**config.mk**
```make
export PLATFORM = sky130hd
export DESIGN_NAME = per_regbank
export DESIGN_NICKNAME = d
export VERILOG_FILES = /design/src/per_pkg.sv /design/src/per_ev_if.sv /design/src/per_evcnt.sv /design/src/per_latch.sv /design/src/per_regbank.sv
export VERILOG_INCLUDE_DIRS = /design/src /design/src/src
export SDC_FILE = /design/constraint.sdc
export NUM_CORES = 1
export LEC_CHECK = 0
export ABC_CLOCK_PERIOD_IN_PS = 2100
export BUFFER_PORTS_ARGS = -buffer_cell sky130_fd_sc_hd__clkbuf_2
export CAP_MARGIN = 15
export CORE_ASPECT_RATIO = 0.6
export CORE_MARGIN = 10
export CORE_UTILIZATION = 45
export CTS_CLUSTER_SIZE = 30
export DETAILED_ROUTE_END_ITERATION = 7
export PLACE_DENSITY_LB_ADDON = 0.1
export SLEW_MARGIN = 20
export SYNTH_ARGS = -nofsm -noshare
export SYNTH_HDL_FRONTEND = slang
export SYNTH_HIERARCHICAL = 1
export SYNTH_SLANG_ARGS = --single-unit
```
**constraint.sdc**
```tcl
create_clock -name ref_clk -period 2.1 [get_ports ref_clk]
set_input_delay 0.21 -clock ref_clk [delete_from_list [all_inputs] [get_ports ref_clk]]
set_output_delay 0.21 -clock ref_clk [all_outputs]
set_load 0.05 [all_outputs]
```
**src/per_cfg.svh**
```systemverilog
`ifndef PER_CFG_SVH
`define PER_CFG_SVH
// How it works
// - writing reset bit 15 starts software reset
// - reset bit reads one until sequence ends
// - finished software reset reloads strap configuration
// - loopback bit 14 routes transmit onto receive
// - self-setting field follows its live event
// - self-clearing field drops once action completes
// - clear-on-read field zeroes after being read, or holds one if an event lands in the read cycle
// - permanent field always reads its fixed value
// - latched-low field holds zero until read
// - latched-high field holds one until read
// - false-carrier counter in low byte, 14h
// - receive-error counter in low byte, 15h
// - coding sublayer controls at 16h
// - carrier-detect test controls at 1Bh

// register indices, byte address is index times four
`define PER_IX_BMC 6'h00
`define PER_IX_RSV_LO 6'h11
`define PER_IX_FCC 6'h14
`define PER_IX_REC 6'h15
`define PER_IX_PCS 6'h16
`define PER_IX_CTL 6'h19
`define PER_IX_TBT 6'h1A
`define PER_IX_CDT 6'h1B
`define PER_IX_LAT 6'h20
`define PER_IX_IST 6'h21
`define PER_IX_IEN 6'h22

// field positions
`define PER_B_RST 15
`define PER_B_LOOP 14
`define PER_B_PASS 10
`define PER_B_GO 9
`define PER_B_PAUSE 7
`define PER_B_POL 4
`define PER_B_LH 0
`define PER_B_LL 1
`define PER_B_SC 2
`define PER_B_P 3
`define PER_I_FC 0
`define PER_I_RX 1
`define PER_I_SR 2

// writable masks and reset values
`define PER_M_PCS 16'h1F27
`define PER_M_CTL 16'h097F
`define PER_M_PA 16'h001F
`define PER_M_TBT 16'h01EB
`define PER_M_CDT 16'hFF1F
`define PER_REG_RST 16'h0000
`define PER_P_VAL 1'b1
`define PER_IRQ_W 3

// counters
`define PER_CNT_W 8
`define PER_CNT_MAX 8'hFF

// soft reset duration
`define PER_CLK_NS 10
`define PER_RST_NS 1000
`define PER_RST_CYC ((`PER_RST_NS + `PER_CLK_NS - 1) / `PER_CLK_NS)
`define PER_RST_W 7

// bus responses
`define PER_RESP_OK 2'h0
`define PER_RESP_ERR 2'h2
`endif

```
**src/per_pkg.sv**
```systemverilog
package per_pkg;
   typedef enum logic [1:0] {SR_IDLE, SR_BUSY, SR_LOAD} per_sr_t;
   typedef logic [15:0] per_word_t;
endpackage

```
**src/per_ev_if.sv**
```systemverilog
`timescale 1ns/1ps
`include "per_cfg.svh"
interface per_ev_if;
   logic                   ev;
   logic                   clr;
   logic [`PER_CNT_W-1:0]  cnt;
   modport cnt_side (input ev, input clr, output cnt);
   modport user (output ev, output clr, input cnt);
endinterface

```
**src/per_evcnt.sv**
```systemverilog
`timescale 1ns/1ps
`include "per_cfg.svh"
module per_evcnt (
   // clock and reset
   input wire logic      ref_clk,
   input wire logic      rst_b,
   // event and count
   per_ev_if.cnt_side    evp
);
   logic [`PER_CNT_W-1:0] cnt_ff;
   logic [`PER_CNT_W-1:0] nxt_cnt;
   wire                   sat = (cnt_ff == `PER_CNT_MAX);

   // event in the read cycle counts after the clear, so none is lost
   assign nxt_cnt = evp.clr ? `PER_CNT_W'(evp.ev) :
                    (evp.ev && !sat) ? cnt_ff + 1'b1 : cnt_ff;
   assign evp.cnt = cnt_ff;

   always_ff @(posedge ref_clk or negedge rst_b)
   begin
      if (!rst_b)
         cnt_ff <= '0;
      else
         cnt_ff <= nxt_cnt;
   end
endmodule

```
**src/per_latch.sv**
```systemverilog
`timescale 1ns/1ps
module per_latch #(
   parameter bit LOW = 1'b0
) (
   // clock and reset
   input wire logic  ref_clk,
   input wire logic  rst_b,
   // event and read strobe
   input wire logic  ev,
   input wire logic  rd,
   // field value
   output logic      value
);
   logic caught_ff;
   logic nxt_caught;

   // set wins over the clearing read
   assign nxt_caught = ev | (caught_ff & ~rd);
   assign value      = LOW ? ~caught_ff : caught_ff;

   always_ff @(posedge ref_clk or negedge rst_b)
   begin
      if (!rst_b)
         caught_ff <= 1'b0;
      else
         caught_ff <= nxt_caught;
   end
endmodule

```
**src/per_regbank.sv**
```systemverilog
`timescale 1ns/1ps
`include "per_cfg.svh"
module per_regbank (
   // clock and reset
   input wire logic         ref_clk,
   input wire logic         rst_b,
   // axi4-lite write
   input wire logic [7:0]   s_axi_awaddr,
   input wire logic         s_axi_awvalid,
   output logic             s_axi_awready,
   input wire logic [31:0]  s_axi_wdata,
   input wire logic [3:0]   s_axi_wstrb,
   input wire logic         s_axi_wvalid,
   output logic             s_axi_wready,
   output logic [1:0]       s_axi_bresp,
   output logic             s_axi_bvalid,
   input wire logic         s_axi_bready,
   // axi4-lite read
   input wire logic [7:0]   s_axi_araddr,
   input wire logic         s_axi_arvalid,
   output logic             s_axi_arready,
   output logic [31:0]      s_axi_rdata,
   output logic [1:0]       s_axi_rresp,
   output logic             s_axi_rvalid,
   input wire logic         s_axi_rready,
   // mii data paths
   input wire logic [3:0]   mii_txd,
   input wire logic         mii_tx_en,
   input wire logic [3:0]   line_rxd,
   input wire logic         line_rx_dv,
   output logic [3:0]       mii_rxd,
   output logic             mii_rx_dv,
   // line events and status
   input wire logic         false_carrier_ev,
   input wire logic         rx_error_ev,
   input wire logic         link_ok,
   input wire logic         carrier_active,
   input wire logic         self_test_done,
   input wire logic         self_test_result,
   input wire logic         flow_pause_state,
   input wire logic         polarity_state,
   // straps
   input wire logic [4:0]   strap_port_address,
   // configuration outputs
   output logic             loopback,
   output logic             soft_reset_busy,
   output logic             self_test_go,
   output logic [15:0]      pcs_cfg,
   output logic [15:0]      ctl_cfg,
   output logic [15:0]      tbt_cfg,
   output logic [15:0]      cdt_cfg,
   // interrupt
   output logic             irq
);
   per_pkg::per_sr_t        sr_st_ff;
   per_pkg::per_sr_t        nxt_sr_st;
   logic [`PER_RST_W-1:0]   sr_cnt_ff;
   logic [`PER_RST_W-1:0]   nxt_sr_cnt;
   logic                    strap_ld_ff;
   logic                    loop_ff;
   logic                    nxt_loop;
   logic                    go_ff;
   logic                    nxt_go;
   per_pkg::per_word_t      pcs_ff;
   per_pkg::per_word_t      nxt_pcs;
   per_pkg::per_word_t      ctl_ff;
   per_pkg::per_word_t      nxt_ctl;
   per_pkg::per_word_t      tbt_ff;
   per_pkg::per_word_t      nxt_tbt;
   per_pkg::per_word_t      cdt_ff;
   per_pkg::per_word_t      nxt_cdt;
   logic [`PER_IRQ_W-1:0]   ist_ff;
   logic [`PER_IRQ_W-1:0]   nxt_ist;
   logic [`PER_IRQ_W-1:0]   ien_ff;
   logic [`PER_IRQ_W-1:0]   nxt_ien;
   logic                    bvalid_ff;
   logic [1:0]              bresp_ff;
   logic                    rvalid_ff;
   logic [1:0]              rresp_ff;
   logic [31:0]             rdata_ff;
   logic [3:0]              rxd_ff;
   logic                    rxdv_ff;
   per_pkg::per_word_t      bmc_v;
   per_pkg::per_word_t      ctl_v;
   per_pkg::per_word_t      tbt_v;
   per_pkg::per_word_t      lat_v;
   per_pkg::per_word_t      rd_val;
   logic                    lh_v;
   logic                    ll_v;

   function automatic per_pkg::per_word_t mrg(input per_pkg::per_word_t cur,
                                              input logic [31:0] d,
                                              input logic [3:0] be);
      mrg = {be[1] ? d[15:8] : cur[15:8], be[0] ? d[7:0] : cur[7:0]};
   endfunction

   function automatic logic mapped(input logic [5:0] ix);
      mapped = (ix == `PER_IX_BMC) || (ix >= `PER_IX_RSV_LO && ix <= `PER_IX_IEN);
   endfunction

   // write decode; both channels taken together, writes dropped while resetting
   wire        wr_go = s_axi_awvalid & s_axi_wvalid & ~bvalid_ff;
   wire [5:0]  wix   = s_axi_awaddr[7:2];
   wire        idle  = (sr_st_ff == per_pkg::SR_IDLE);
   wire        wr_ok = wr_go & idle;
   wire        w_bmc = wr_ok & (wix == `PER_IX_BMC);
   wire        w_pcs = wr_ok & (wix == `PER_IX_PCS);
   wire        w_ctl = wr_ok & (wix == `PER_IX_CTL);
   wire        w_tbt = wr_ok & (wix == `PER_IX_TBT);
   wire        w_cdt = wr_ok & (wix == `PER_IX_CDT);
   wire        w_ist = wr_ok & (wix == `PER_IX_IST);
   wire        w_ien = wr_ok & (wix == `PER_IX_IEN);
   wire [15:0] wd_bmc = mrg(bmc_v, s_axi_wdata, s_axi_wstrb);
   wire [15:0] wd_ctl = mrg(ctl_ff, s_axi_wdata, s_axi_wstrb);
   wire [15:0] wd_ist = mrg(16'(ist_ff), s_axi_wdata, s_axi_wstrb);
   wire [15:0] wd_ien = mrg(16'(ien_ff), s_axi_wdata, s_axi_wstrb);

   // read decode; read side effects fire on the address handshake
   wire        rd_go  = s_axi_arvalid & ~rvalid_ff;
   wire [5:0]  rix    = s_axi_araddr[7:2];
   wire        rd_fcc = rd_go & (rix == `PER_IX_FCC);
   wire        rd_rec = rd_go & (rix == `PER_IX_REC);
   wire        rd_lat = rd_go & (rix == `PER_IX_LAT);

   // soft reset sequencer
   wire sr_start = w_bmc & wd_bmc[`PER_B_RST];
   wire sr_last  = (sr_cnt_ff == `PER_RST_W'(`PER_RST_CYC - 1));
   wire restrap  = strap_ld_ff | (sr_st_ff == per_pkg::SR_LOAD);

   always_comb
   begin
      nxt_sr_st  = sr_st_ff;
      nxt_sr_cnt = sr_cnt_ff;
      case (sr_st_ff)
         per_pkg::SR_IDLE:
         begin
            nxt_sr_cnt = '0;
            if (sr_start)
               nxt_sr_st = per_pkg::SR_BUSY;
         end
         per_pkg::SR_BUSY:
         begin
            nxt_sr_cnt = sr_cnt_ff + 1'b1;
            if (sr_last)
               nxt_sr_st = per_pkg::SR_LOAD;
         end
         per_pkg::SR_LOAD:
            nxt_sr_st = per_pkg::SR_IDLE;
         default:
            nxt_sr_st = per_pkg::SR_IDLE;
      endcase
   end

   // register next values; restrap puts every control except the interrupt enables back to its default
   assign nxt_loop = restrap ? 1'b0 : w_bmc ? wd_bmc[`PER_B_LOOP] : loop_ff;
   assign nxt_pcs  = restrap ? `PER_REG_RST :
                     w_pcs ? mrg(pcs_ff, s_axi_wdata, s_axi_wstrb) & `PER_M_PCS : pcs_ff;
   assign nxt_ctl  = restrap ? ((`PER_REG_RST & ~`PER_M_PA) | 16'(strap_port_address)) :
                     w_ctl ? wd_ctl & `PER_M_CTL : ctl_ff;
   assign nxt_tbt  = restrap ? `PER_REG_RST :
                     w_tbt ? mrg(tbt_ff, s_axi_wdata, s_axi_wstrb) & `PER_M_TBT : tbt_ff;
   assign nxt_cdt  = restrap ? `PER_REG_RST :
                     w_cdt ? mrg(cdt_ff, s_axi_wdata, s_axi_wstrb) & `PER_M_CDT : cdt_ff;
   // a write of one beats a completion in the same cycle
   assign nxt_go   = restrap ? 1'b0 : (w_ctl & wd_ctl[`PER_B_GO]) ? 1'b1 :
                     self_test_done ? 1'b0 : go_ff;

   // interrupt status, set wins over write-one-to-clear
   wire [`PER_IRQ_W-1:0] ev_vec = {sr_st_ff == per_pkg::SR_LOAD, rx_error_ev, false_carrier_ev};
   assign nxt_ist = (ist_ff & ~(w_ist ? wd_ist[`PER_IRQ_W-1:0] : '0)) | ev_vec;
   assign nxt_ien = w_ien ? wd_ien[`PER_IRQ_W-1:0] : ien_ff;
   assign irq     = |(ist_ff & ien_ff);

   always_ff @(posedge ref_clk or negedge rst_b)
   begin
      if (!rst_b)
      begin
         sr_st_ff    <= per_pkg::SR_IDLE;
         sr_cnt_ff   <= '0;
         strap_ld_ff <= 1'b1;
         loop_ff     <= 1'b0;
         go_ff       <= 1'b0;
         pcs_ff      <= `PER_REG_RST;
         ctl_ff      <= `PER_REG_RST;
         tbt_ff      <= `PER_REG_RST;
         cdt_ff      <= `PER_REG_RST;
         ist_ff      <= '0;
         ien_ff      <= '0;
      end
      else
      begin
         sr_st_ff    <= nxt_sr_st;
         sr_cnt_ff   <= nxt_sr_cnt;
         strap_ld_ff <= 1'b0;
         loop_ff     <= nxt_loop;
         go_ff       <= nxt_go;
         pcs_ff      <= nxt_pcs;
         ctl_ff      <= nxt_ctl;
         tbt_ff      <= nxt_tbt;
         cdt_ff      <= nxt_cdt;
         ist_ff      <= nxt_ist;
         ien_ff      <= nxt_ien;
      end
   end

   // event counters, cleared by read and by restrap
   per_ev_if fc_if ();
   per_ev_if re_if ();
   assign fc_if.ev  = false_carrier_ev;
   assign fc_if.clr = rd_fcc | restrap;
   assign re_if.ev  = rx_error_ev;
   assign re_if.clr = rd_rec | restrap;

   per_evcnt u_fcc (
      .ref_clk (ref_clk),
      .rst_b   (rst_b),
      .evp     (fc_if)
   );

   per_evcnt u_rec (
      .ref_clk (ref_clk),
      .rst_b   (rst_b),
      .evp     (re_if)
   );

   // latched receive error and latched-low link
   per_latch #(.LOW(1'b0)) u_lh (
      .ref_clk (ref_clk),
      .rst_b   (rst_b),
      .ev      (rx_error_ev),
      .rd      (rd_lat | restrap),
      .value   (lh_v)
   );

   per_latch #(.LOW(1'b1)) u_ll (
      .ref_clk (ref_clk),
      .rst_b   (rst_b),
      .ev      (~link_ok),
      .rd      (rd_lat | restrap),
      .value   (ll_v)
   );

   // read views with live and fixed fields inserted
   always_comb
   begin
      bmc_v                = '0;
      bmc_v[`PER_B_RST]    = ~idle;
      bmc_v[`PER_B_LOOP]   = loop_ff;
      ctl_v                = ctl_ff;
      ctl_v[`PER_B_GO]     = go_ff;
      ctl_v[`PER_B_PASS]   = self_test_result;
      ctl_v[`PER_B_PAUSE]  = flow_pause_state;
      tbt_v                = tbt_ff;
      tbt_v[`PER_B_POL]    = polarity_state;
      lat_v                = '0;
      lat_v[`PER_B_LH]     = lh_v;
      lat_v[`PER_B_LL]     = ll_v;
      lat_v[`PER_B_SC]     = carrier_active;
      lat_v[`PER_B_P]      = `PER_P_VAL;
   end

   always_comb
   begin
      case (rix)
         `PER_IX_BMC: rd_val = bmc_v;
         `PER_IX_FCC: rd_val = 16'(fc_if.cnt);
         `PER_IX_REC: rd_val = 16'(re_if.cnt);
         `PER_IX_PCS: rd_val = pcs_ff;
         `PER_IX_CTL: rd_val = ctl_v;
         `PER_IX_TBT: rd_val = tbt_v;
         `PER_IX_CDT: rd_val = cdt_ff;
         `PER_IX_LAT: rd_val = lat_v;
         `PER_IX_IST: rd_val = 16'(ist_ff);
         `PER_IX_IEN: rd_val = 16'(ien_ff);
         default:     rd_val = '0;
      endcase
   end

   // bus answers and loopback path, all registered
   always_ff @(posedge ref_clk or negedge rst_b)
   begin
      if (!rst_b)
      begin
         bvalid_ff <= 1'b0;
         bresp_ff  <= `PER_RESP_OK;
         rvalid_ff <= 1'b0;
         rresp_ff  <= `PER_RESP_OK;
         rdata_ff  <= '0;
         rxd_ff    <= '0;
         rxdv_ff   <= 1'b0;
      end
      else
      begin
         if (wr_go)
         begin
            bvalid_ff <= 1'b1;
            bresp_ff  <= mapped(wix) ? `PER_RESP_OK : `PER_RESP_ERR;
         end
         else if (s_axi_bready)
            bvalid_ff <= 1'b0;
         if (rd_go)
         begin
            rvalid_ff <= 1'b1;
            rresp_ff  <= mapped(rix) ? `PER_RESP_OK : `PER_RESP_ERR;
            rdata_ff  <= 32'(rd_val);
         end
         else if (s_axi_rready)
            rvalid_ff <= 1'b0;
         rxd_ff  <= loop_ff ? mii_txd : line_rxd;
         rxdv_ff <= loop_ff ? mii_tx_en : line_rx_dv;
      end
   end

   assign s_axi_awready   = wr_go;
   assign s_axi_wready    = wr_go;
   assign s_axi_bvalid    = bvalid_ff;
   assign s_axi_bresp     = bresp_ff;
   assign s_axi_arready   = rd_go;
   assign s_axi_rvalid    = rvalid_ff;
   assign s_axi_rresp     = rresp_ff;
   assign s_axi_rdata     = rdata_ff;
   assign mii_rxd         = rxd_ff;
   assign mii_rx_dv       = rxdv_ff;
   assign loopback        = loop_ff;
   assign soft_reset_busy = ~idle;
   assign self_test_go    = go_ff;
   assign pcs_cfg         = pcs_ff;
   assign ctl_cfg         = ctl_v;
   assign tbt_cfg         = tbt_ff;
   assign cdt_cfg         = cdt_ff;

   localparam int RST_MAX = `PER_RST_CYC + 2;
endmodule

```
==> impl_metrics.tcl, run 1 <==
set metrics [dict create \
    worstRegToRegCells 4 \
    totalNegativeSetupSlack_ps 0 \
    gp_routability_congestion 0.890 \
    max-clock-path-buffers 2 \
    power.static_leakage_nw 3.34 \
    cts.reportedPaths.clkPinSlew_ps 70 \
    p_clk_share_pct 37.7 \
    grt_pass1_wl_mm 26.1 \
    layout.cells.non_filler 865 \
    max-slew-margin-rel_pct 65.2 \
    timing.critical_path.arrival_ps 2210 \
    fmax_mhz 503 \
    post-dp-hpwl_mm 13.0 \
    cp_max_fo 8 \
    timing.reg2reg.setup_slack_ps 110 \
    cts_htree_levels 3 \
    finalMaxSlewViolations 0 \
    critPathLaunch "sr_st_ff[0]" \
    synth.area.top_cells "sky130_fd_sc_hd__dfrtp_1 (44%), sky130_fd_sc_hd__mux2i_1 (9.4%), sky130_fd_sc_hd__buf_4 (6.1%)" \
    area_growth_pct 18.5 \
    number_of_global_route_vias_before_repair 4685 \
    synth_area_per_inst_sq_um 9.80 \
    timing.critical_path.to_type "register" \
    synthFlopType "sky130_fd_sc_hd__dfrtp_1" \
    grt_setup_unrepaired "false" \
    clkLatencyLatePin_ps 340 \
    grt_start_max_net_pins 43 \
    drive_above_1_share_pct 27.3 \
    yosysWarningCount 6 \
    r2r_start "sr_st_ff[0]" \
    io-pin-count 196 \
    worstPathRequired_ps 2320 \
    drt_wl_total_mm 16.6 \
    crit_path_capture "cdt_cfg[12]" \
    gr-total-overflow 0 \
    clock_buffers_created_by_tritoncts 9 \
    power_report.internal_total_mw 3.34 \
    area_share_of_the_largest_cell_type_after_synthesis_pct 44.1 \
    placement_rows 31 \
    final_antenna_net_count 0 \
    antenna_found_initial 0 \
    power.switching_fraction_pct 31.9 \
    synth.yosys.seq_area_share_pct 44.5 \
    initialDrtViolationCount 342 \
    fp.dieArea_sq_mm 0.0174 \
    fin_crit_ps 1990 \
    synth-edff-count 0 \
    remaining_drc_errors 0 \
    final.period_utilization_pct 94.7 \
    detail_route.wl_per_cell_microns 19.2 \
    die_height_microns 106 \
    r2r_end "cdt_cfg[12]" \
    p_comb_share_pct 20.2 \
    fin_worst_skew_ps 11.1 \
    drt_via_density 5.47 \
    maxCapViolCount 0 \
    peakVddDrop_uv 407 \
    core_area_sq_mm 0.0121 \
    ys_async_sr_fraction_pct 100 \
    pwr-share-seq_pct 42.2 \
    min-delay-path-class "input port to register" \
    timing_worst_slew_pin_value_ps 521 \
    cellPowerDensity_mw_per_mm2 744 \
    startpoint_class_of_the_critical_path "register" \
    ys_types 61 \
    portBuffers 132 \
    clock_tree_from_tritoncts "done" \
    filler_instances 1122 \
    floorplan.die.width_microns 164 \
    synth_cells 568 \
    ys_seq_elements 99 \
    yosysTopAreaCell "sky130_fd_sc_hd__dfrtp_1" \
    status "complete, no violations" \
    mappedNetlistArea_sq_mm 0.00557 \
    firstDrtPassIters 5 \
    root_buffer "sky130_fd_sc_hd__clkbuf_16" \
    dp_cells 848 \
    power.net_switching_mw 1.57 \
    finalNetCount 780 \
    insertedDiodeCount 0 \
    clock_sink_count 99 \
    timing.final.setup_violations 0 \
    globalRouteTotalUtil_pct 18.7 \
    vias_after_detailed_routing 4733 \
    effective_utilization_at_floorplan_pct 46.1 \
    timing_worst_setup_path_type "register to register" \
    final-hold-violation-count 0 \
]
-- cells in the final DEF, fill, tap and decap left out, types with 3 or more instances in the layout --
| master | count |
|---|---|
| sky130_fd_sc_hd__a211oi_1 | 10 |
| sky130_fd_sc_hd__a21oi_1 | 16 |
| sky130_fd_sc_hd__a221oi_1 | 3 |
| sky130_fd_sc_hd__a222oi_1 | 3 |
| sky130_fd_sc_hd__a22oi_1 | 6 |
| sky130_fd_sc_hd__a2bb2oi_1 | 7 |
| sky130_fd_sc_hd__a31oi_1 | 9 |
| sky130_fd_sc_hd__and2_1 | 4 |
| sky130_fd_sc_hd__and3_1 | 3 |
| sky130_fd_sc_hd__and3b_1 | 4 |
| sky130_fd_sc_hd__and4_1 | 6 |
| sky130_fd_sc_hd__buf_4 | 22 |
| sky130_fd_sc_hd__clkbuf_16 | 9 |
| sky130_fd_sc_hd__clkbuf_2 | 131 |
| sky130_fd_sc_hd__conb_1 | 42 |
| sky130_fd_sc_hd__dfrtp_1 | 98 |
| sky130_fd_sc_hd__ha_1 | 3 |
| sky130_fd_sc_hd__inv_1 | 17 |
| sky130_fd_sc_hd__mux2_2 | 8 |
| sky130_fd_sc_hd__mux2i_1 | 52 |
| sky130_fd_sc_hd__nand2_1 | 32 |
| sky130_fd_sc_hd__nand2b_1 | 12 |
| sky130_fd_sc_hd__nand3_1 | 23 |
| sky130_fd_sc_hd__nand3b_1 | 8 |
| sky130_fd_sc_hd__nand4_1 | 9 |
| sky130_fd_sc_hd__nor2_1 | 56 |
| sky130_fd_sc_hd__nor2b_1 | 10 |
| sky130_fd_sc_hd__nor3_1 | 13 |
| sky130_fd_sc_hd__nor3b_1 | 3 |
| sky130_fd_sc_hd__o2111ai_1 | 4 |
| sky130_fd_sc_hd__o211ai_1 | 4 |
| sky130_fd_sc_hd__o21ai_0 | 24 |
-- repair_timing --
item / in CTS / in global routing
buffers inserted: 0 / 0
gates resized for setup: 0 / 0
hold buffers: 1 / 0
hold endpoints to repair: 36 / 0
-- worst min path at each step --
stage                    to  slack, ps          from  cells past startpoint
6_report       s_axi_bvalid         40  s_axi_bready                      2
4_1_cts        s_axi_bvalid         30  s_axi_bready                      2
3_5_place_dp     mii_rxd[3]        220         rst_b                      1
3_3_place_gp     mii_rxd[1]        220         rst_b                      1
5_1_grt        s_axi_bvalid         30  s_axi_bready                      2
2_1_floorplan    cdt_cfg[0]        -90         rst_b                      0
-- layout make-up --
cell class	count	area, sq um	share of cell area (%)
Clock buffer	11	253	3.83
Clock inverter	5	82.6	1.25
Inverter	19	72.6	1.10
Multi-Input combinational cell	411	2650	40.2
Sequential cell	99	2480	37.6
Tap cell	165	206	3.13
Timing Repair Buffer	155	851	12.9
-- logic make-up (layout without fill, tap and decap cells) --
logic type | Yosys count | after routing | share of synthesized area, %
simple gates | 198 | 198 | 19.3
fa+ha+maj | 3 | 3 | 0.675
xor+xnor | 2 | 2 | 0.315
compound gates | 104 | 104 | 13.1
buf+inv | 99 | 190 | 10.6
other cells | 1 | 42 | 0.0674
flops | 99 | 99 | 44.5
mux | 62 | 62 | 11.4
-- layer usage --
| metal | GRT usage [%] | vias up | share of wire, % |
|---|---|---|---|
| li1 | - | 2201 | - |
| met4 | 4.00 | 0 | 0.77 |
| met1 | 27.4 | 2293 | 48 |
| met3 | 6.59 | 14 | 11 |
| met5 | 0 | - | 0 |
| met2 | 25.6 | 225 | 40 |
-- power by group through the flow --
| stage | clock (mW) | sequential (mW) | combinational, mW |
|---|---|---|---|
| floorplan | 0 | 2.36 | 0.487 |
| global placement | 0 | 2.10 | 0.976 |
| detailed placement | 0 | 2.11 | 0.989 |
| CTS | 1.88 | 2.07 | 0.993 |
| global route | 1.96 | 2.08 | 1.06 |
| finish | 1.85 | 2.07 | 0.990 |
-- synth_stat cells, types with 3 or more instances --
master,count
sky130_fd_sc_hd__dfrtp_1,98
sky130_fd_sc_hd__nor2_1,56
sky130_fd_sc_hd__mux2i_1,52
sky130_fd_sc_hd__buf_4,45
sky130_fd_sc_hd__nand2_1,32
sky130_fd_sc_hd__o21ai_0,24
sky130_fd_sc_hd__clkbuf_1,23
sky130_fd_sc_hd__nand3_1,23
sky130_fd_sc_hd__inv_1,17
sky130_fd_sc_hd__a21oi_1,16
sky130_fd_sc_hd__nor3_1,13
sky130_fd_sc_hd__nand2b_1,12
sky130_fd_sc_hd__a211oi_1,10
sky130_fd_sc_hd__nor2b_1,10
sky130_fd_sc_hd__a31oi_1,9
sky130_fd_sc_hd__nand4_1,9
sky130_fd_sc_hd__mux2_2,8
sky130_fd_sc_hd__nand3b_1,8
sky130_fd_sc_hd__a2bb2oi_1,7
sky130_fd_sc_hd__a22oi_1,6
sky130_fd_sc_hd__and4_1,6
sky130_fd_sc_hd__buf_6,6
sky130_fd_sc_hd__and2_1,4
sky130_fd_sc_hd__and3b_1,4
sky130_fd_sc_hd__o2111ai_1,4
sky130_fd_sc_hd__o211ai_1,4
sky130_fd_sc_hd__a221oi_1,3
sky130_fd_sc_hd__a222oi_1,3
sky130_fd_sc_hd__and3_1,3
sky130_fd_sc_hd__buf_2,3
sky130_fd_sc_hd__ha_1,3
sky130_fd_sc_hd__nor3b_1,3
-- stage by stage --
stage	worst slack, ps	power, mW	util (%)	hold WS, ps	instance area [sq um]
6_report	111	4.91	54.7	43.2	6590
5_1_grt	20.8	5.10	54.7	33.9	6590
4_1_cts	98.7	4.94	54.7	30.5	6590
3_5_place_dp	108	3.10	51.8	223	6250
3_3_place_gp	159	3.08	51.8	220	6250
2_1_floorplan	-106	2.84	-	-85.6	5720
-- sequential cells by signal, indices dropped and copies added (netlist names), 4 cells and up --
signal / flops
cdt_cfg: 13
ctl_ff: 9
mii_rxd: 4
pcs_cfg: 9
s_axi_rdata: 16
sr_cnt_ff: 7
tbt_cfg: 7
u_fcc/evp.cnt: 8
u_rec/evp.cnt: 8
-- critical path: stages (launching register included) --
cell                      delay (ps)
sky130_fd_sc_hd__dfrtp_1         380
sky130_fd_sc_hd__or3_1           530
sky130_fd_sc_hd__or4_4           690
sky130_fd_sc_hd__mux2i_1         210
sky130_fd_sc_hd__nor2_1           50
No activity file was read; power rests on OpenSTA's default activity.
==> run 2, diff against run 1 <==
--- a/config.mk
+++ b/config.mk
@@ -9,7 +9,7 @@
 export ABC_CLOCK_PERIOD_IN_PS = 2100
 export BUFFER_PORTS_ARGS = -buffer_cell sky130_fd_sc_hd__clkbuf_2
 export CAP_MARGIN = 15
-export CORE_ASPECT_RATIO = 0.6
+export CORE_ASPECT_RATIO = 1.25
 export CORE_MARGIN = 10
 export CORE_UTILIZATION = 45
 export CTS_CLUSTER_SIZE = 30
==> run 2 against run 1 <==
Compared with the run above:
- worst setup slack gained 140 ps
- clock power shrank 9%
- flip-flop and latch count is the same
- highest routed layer unchanged
==> impl_metrics.tcl, run 2 (synthesized netlist as in run 1, its figures left out) <==
set metrics [dict create \
    status "complete, no violations" \
    number_of_global_route_vias_before_repair 4816 \
    root_buffer "sky130_fd_sc_hd__clkbuf_16" \
    fp.dieArea_sq_mm 0.0172 \
    startpoint_class_of_the_critical_path "register" \
    timing_worst_setup_path_type "register to register" \
    max-clock-path-buffers 2 \
    timing.final.setup_violations 0 \
    pwr-share-seq_pct 43.6 \
    cts_htree_levels 3 \
    power_report.internal_total_mw 3.19 \
    grt_start_max_net_pins 48 \
    fin_worst_skew_ps 6.87 \
    power.switching_fraction_pct 32.9 \
    post_dp_cell_area_sq_mm 0.00628 \
    final.period_utilization_pct 87.9 \
    max-slew-margin-rel_pct 58.0 \
    dp_cells 851 \
    vias_after_detailed_routing 4669 \
    largest_register_ffs 16 \
    drt_via_density 5.38 \
    fmax_mhz 542 \
    clock_tree_from_tritoncts "done" \
    area_growth_pct 18.3 \
    floorplan.die.width_microns 119 \
    timing_worst_slew_pin_value_ps 630 \
    clkLatencyLatePin_ps 350 \
    timing.critical_path.arrival_ps 2060 \
    layout.cells.most_common_list "sky130_fd_sc_hd__clkbuf_2 (131), sky130_fd_sc_hd__dfrtp_1 (98), sky130_fd_sc_hd__nor2_1 (56)" \
    die_height_microns 144 \
    final_design_area_no_fill_sq_mm 0.00658 \
    cellPowerDensity_mw_per_mm2 721 \
    power.static_leakage_nw 3.34 \
    clock_sink_count 99 \
    peakVddDrop_uv 387 \
    portBuffers 132 \
    grt_setup_unrepaired "false" \
    grt_pass1_wl_mm 25.9 \
    finalNetCount 784 \
    p_comb_share_pct 20.9 \
    min-delay-path-class "input port to register" \
    maxCapViolCount 0 \
    gp_routability_congestion 0.897 \
    remaining_drc_errors 0 \
    cp_max_fo 8 \
    globalRouteTotalUtil_pct 18.8 \
    final_antenna_net_count 0 \
    cts_setup_buffers 0 \
    cts.reportedPaths.clkPinSlew_ps 70 \
    insertedDiodeCount 0 \
    gr-total-overflow 0 \
    final_core_util_pct 54.4 \
    finalMaxSlewViolations 0 \
    initialDrtViolationCount 252 \
    placement_rows 45 \
    power.net_switching_mw 1.56 \
    core_area_sq_mm 0.0121 \
    layout.cells.most_common "sky130_fd_sc_hd__clkbuf_2" \
    drt_wl_total_mm 16.3 \
    fin_crit_ps 1850 \
    layout.cells.non_filler 868 \
    timing.critical_path.to_type "register" \
    final-hold-violation-count 0 \
    clock_buffers_created_by_tritoncts 9 \
    detail_route.wl_per_cell_microns 18.8 \
    drive_above_1_share_pct 27.4 \
    hold_ws_ps 27.8 \
    worstPathRequired_ps 2320 \
    antenna_found_initial 0 \
    post-dp-hpwl_mm 12.7 \
    firstDrtPassIters 5 \
    p_clk_share_pct 35.6 \
    io-pin-count 196 \
    effective_utilization_at_floorplan_pct 46.0 \
]
run 2: through the flow:
step | power (mW) | TNS, ps | worst slack (ps)
2_1_floorplan | 2.84 | -115 | -106
3_3_place_gp | 3.09 | 0 | 284
3_5_place_dp | 3.10 | 0 | 267
4_1_cts | 4.79 | 0 | 260
5_1_grt | 4.95 | 0 | 181
6_report | 4.75 | 0 | 255
run 2: power groups by stage:
stage | registers (mW) | logic (mW) | clock network [mW]
final | 2.07 | 0.992 | 1.69
after global routing | 2.08 | 1.06 | 1.80
after CTS | 2.07 | 0.997 | 1.73
after detailed placement | 2.11 | 0.995 | 0
after global placement | 2.10 | 0.984 | 0
after floorplan | 2.36 | 0.487 | 0
run 2: worst paths after layout:
path	slack, ps	from	depth (start not counted)	to
hold reg to reg	470	s_axi_rdata[13]	2	s_axi_rdata[13]
setup reg to reg	250	sr_st_ff[0]	4	cdt_cfg[10]
max in group asynchronous	1020	rst_b	3	u_rec/evp.cnt[3]
hold / removal	30	s_axi_bready	2	s_axi_bvalid
min in group asynchronous	420	rst_b	2	s_axi_rresp[1]
setup / recovery	250	sr_st_ff[0]	4	cdt_cfg[10]
run 2: timing repair:
| action | CTS | global route |
|---|---|---|
| hold buffers | 1 | 0 |
| resized for setup | 0 | 0 |
| endpoints found under the hold margin | 44 | 0 |
run 2: layer usage:
layer,up-vias,global-route usage [%],share of wire [%]
met5,-,0,0
met2,146,31.6,50
met3,18,5.34,6.3
li1,2213,-,-
met1,2292,23.1,42
met4,0,4.96,1.4
run 2: area by class of cell:
cell class	instances	area, sq um
fill	1157	5520
timing repair buffer	159	881
multi-input combinational	411	2650
clock buffer	12	246
clock inverter	4	51.3
sequential	99	2480
tap	164	205
inverter	19	72.6
run 2: worst max-delay path, stage by stage (launching register included):
cell and delay (ps):
sky130_fd_sc_hd__dfrtp_1 380, sky130_fd_sc_hd__or3_1 430, sky130_fd_sc_hd__or4_4 660, sky130_fd_sc_hd__mux2i_1 200
sky130_fd_sc_hd__nor2_1 50
==> run 3, diff against run 2 <==
--- a/config.mk
+++ b/config.mk
@@ -6,6 +6,7 @@
 export SDC_FILE = /design/constraint.sdc
 export NUM_CORES = 1
 export LEC_CHECK = 0
+export ABC_AREA = 1
 export ABC_CLOCK_PERIOD_IN_PS = 2100
 export BUFFER_PORTS_ARGS = -buffer_cell sky130_fd_sc_hd__clkbuf_2
 export CAP_MARGIN = 15
==> run 3 against run 2 <==
Compared with the run above:
- power down 7.2%
- flip-flop and latch count unchanged
- fmax down 2.4%
- register-to-register slack worse by 20 ps
- routed wire length up 6.9%
- count of clock-buffer cells in the layout down 2
- critical path depth up 1
- die area up 3.2%
==> impl_metrics.tcl, run 3 <==
set metrics [dict create \
    cts.reportedPaths.clkPinSlew_ps 70 \
    root_buffer "sky130_fd_sc_hd__clkbuf_16" \
    grt_pass1_wl_mm 27.9 \
    mappedNetlistArea_sq_mm 0.00578 \
    max-slew-margin-rel_pct 66.1 \
    finalNetCount 1010 \
    clock_tree_from_tritoncts "done" \
    fin_worst_skew_ps 8.81 \
    timing.critical_path.to_type "primary output" \
    synth_area_per_inst_sq_um 7.38 \
    hold_ws_ps 34.3 \
    core_area_sq_mm 0.0127 \
    io-pin-count 196 \
    grt_setup_unrepaired "false" \
    placement_rows 46 \
    filler_instances 1278 \
    fmax_mhz 529 \
    ys_top_cells_by_count "sky130_fd_sc_hd__nand2_1 (326), sky130_fd_sc_hd__dfrtp_1 (98), sky130_fd_sc_hd__inv_1 (55), sky130_fd_sc_hd__nand3_1 (52)" \
    power.static_leakage_nw 3.86 \
    detail_route.wl_per_cell_microns 15.9 \
    maxCapViolCount 0 \
    post-dp-hpwl_mm 14.0 \
    timing.critical_path.arrival_ps 1680 \
    insertedDiodeCount 0 \
    max-clock-path-buffers 2 \
    cts_htree_levels 3 \
    final.period_utilization_pct 90.0 \
    area_share_of_the_largest_cell_type_after_synthesis_pct 42.5 \
    clkLatencyLatePin_ps 350 \
    fp.dieArea_sq_mm 0.0178 \
    remaining_drc_errors 0 \
    timing_worst_setup_path_type "register to primary output" \
    critical_path.cell_chain "inv_1 -> nand2_1 -> inv_1 -> buf_4 -> clkbuf_2" \
    drt_via_density 4.82 \
    final-hold-violation-count 0 \
    clock_buffers_created_by_tritoncts 9 \
    floorplan.die.width_microns 121 \
    dp_slack_ps 212 \
    peakVddDrop_uv 397 \
    effective_utilization_at_floorplan_pct 45.6 \
    ys_seq_elements 99 \
    firstDrtPassIters 5 \
    area_growth_pct 17.5 \
    layout.cells.most_common "sky130_fd_sc_hd__nand2_1" \
    globalRouteTotalUtil_pct 19.6 \
    totalNegativeSetupSlack_ps 0 \
    yosys.cell_count.top_type "sky130_fd_sc_hd__nand2_1" \
    grt_start_max_net_pins 38 \
    layout.cells.most_common_list "sky130_fd_sc_hd__nand2_1 (326), sky130_fd_sc_hd__clkbuf_2 (131), sky130_fd_sc_hd__dfrtp_1 (98)" \
    synth-edff-count 0 \
    gp_routability_congestion 0.933 \
    clock_sink_count 99 \
    vias_after_detailed_routing 5280 \
    largest_register_ffs 16 \
    critPathSlowestCell "sky130_fd_sc_hd__dfrtp_1" \
    synth.area.top_cells "sky130_fd_sc_hd__dfrtp_1 (42%), sky130_fd_sc_hd__nand2_1 (21%), sky130_fd_sc_hd__buf_4 (6.0%)" \
    critical_path.most_common_cell "sky130_fd_sc_hd__inv_1" \
    ys_async_sr_fraction_pct 100 \
    setup_ws_ps 210 \
    cp_max_fo 13 \
    timing.final.setup_violations 0 \
    initialDrtViolationCount 297 \
    synthFlopType "sky130_fd_sc_hd__dfrtp_1" \
    cellPowerDensity_mw_per_mm2 650 \
    max_stage_delay_ps 380 \
    finalMaxSlewViolations 0 \
    ys_types 39 \
    min-delay-path-class "input port to register" \
    die_height_microns 147 \
    number_of_global_route_vias_before_repair 5402 \
    gr-total-overflow 0 \
    drt_wl_total_mm 17.4 \
    synth.yosys.seq_area_share_pct 42.9 \
    worstPathRequired_ps 1890 \
    portBuffers 132 \
    startpoint_class_of_the_critical_path "register" \
    fin_crit_ps 1890 \
    synth_cells 783 \
    timing_worst_slew_pin_value_ps 508 \
    yosysWarningCount 6 \
    final_antenna_net_count 0 \
    drive_above_1_share_pct 23.2 \
    yosysTopAreaCell "sky130_fd_sc_hd__dfrtp_1" \
    status "complete, no violations" \
    antenna_found_initial 0 \
]
## run 3: changes by cell type in the layout (fill, tap and decap cells not counted), moves of 9 or more
cell	change
sky130_fd_sc_hd__nor2b_1	-10
sky130_fd_sc_hd__nor2_1	-11
sky130_fd_sc_hd__nand3_1	+29
sky130_fd_sc_hd__nand2_1	+294
sky130_fd_sc_hd__buf_4	-10
sky130_fd_sc_hd__nand4_1	+13
sky130_fd_sc_hd__nand2b_1	-12
sky130_fd_sc_hd__inv_1	+38
sky130_fd_sc_hd__a31oi_1	-9
sky130_fd_sc_hd__nor2_2	+10
sky130_fd_sc_hd__mux2i_1	-52
sky130_fd_sc_hd__a211oi_1	-10
## run 3: logic make-up after synthesis
logic type | count (synthesis) | share of synthesized area (%)
xor+xnor | 3 | 0.455
fa+ha+maj | 3 | 0.650
flops | 99 | 42.9
buf+inv | 123 | 11.7
simple gates | 492 | 37.8
compound gates | 62 | 6.48
other cells | 1 | 0.0649
## run 3: area by class of cell
cell class | instances | area (sq um) | area share (%)
clock buffer | 10 | 229 | 3.38
clock inverter | 4 | 30.0 | 0.443
inverter | 64 | 250 | 3.69
multi-input combinational | 602 | 2780 | 41.0
sequential | 99 | 2480 | 36.5
tap | 168 | 210 | 3.10
timing repair buffer | 149 | 806 | 11.9
## run 3: worst paths after layout
check | cells past startpoint | start | slack [ps] | endpoint
worst max-delay path | 5 | s_axi_rvalid | 210 | s_axi_arready
worst min-delay path | 2 | s_axi_bready | 30 | s_axi_bvalid
worst max register to register | 6 | sr_st_ff[1] | 230 | pcs_cfg[12]
worst min register to register | 1 | sr_cnt_ff[5] | 470 | sr_cnt_ff[5]
max in group asynchronous | 3 | rst_b | 1090 | cdt_cfg[10]
min in group asynchronous | 2 | rst_b | 380 | s_axi_rdata[4]
## run 3: power by group
group / internal [mW] / switching (mW) / leakage [nW]
Sequential: 1.97 / 0.0593 / 1.30
Combinational: 0.176 / 0.683 / 2.43
Clock: 0.793 / 0.724 / 0.124
Total: 2.94 / 1.47 / 3.86
## run 3: per-layer routing
layer	global-route usage (%)	part of all wire [%]	up-vias
li1	-	-	2675
met1	22.0	39	2442
met2	34.2	52	132
met3	5.09	5.6	31
met4	7.89	2.8	0
met5	0	0	-
## run 3: timing repair
action | 4_1_cts | 5_1_grt
endpoints found under the hold margin | 34 | 0
resized for setup | 0 | 0
buffers inserted | 0 | 0
hold buffers | 1 | 0
endpoints found under the setup margin | 0 | 0
## run 3: worst max-delay path: cells and delay by family, from the launching register on
family | cells | cell delay, ps
flip-flops | 1 | 380
AND/OR/NAND/NOR | 1 | 70
buffers and inverters | 4 | 890
## run 3: stage by stage
step	power (mW)	std cells	instance area, sq um	utilization [%]
after floorplan	2.72	824	5930	-
after global placement	2.92	1081	6520	51.5
after detailed placement	2.93	1081	6520	51.5
after CTS	4.46	1096	6780	53.6
after global routing	4.59	1096	6780	53.6
final	4.41	1096	6780	53.6
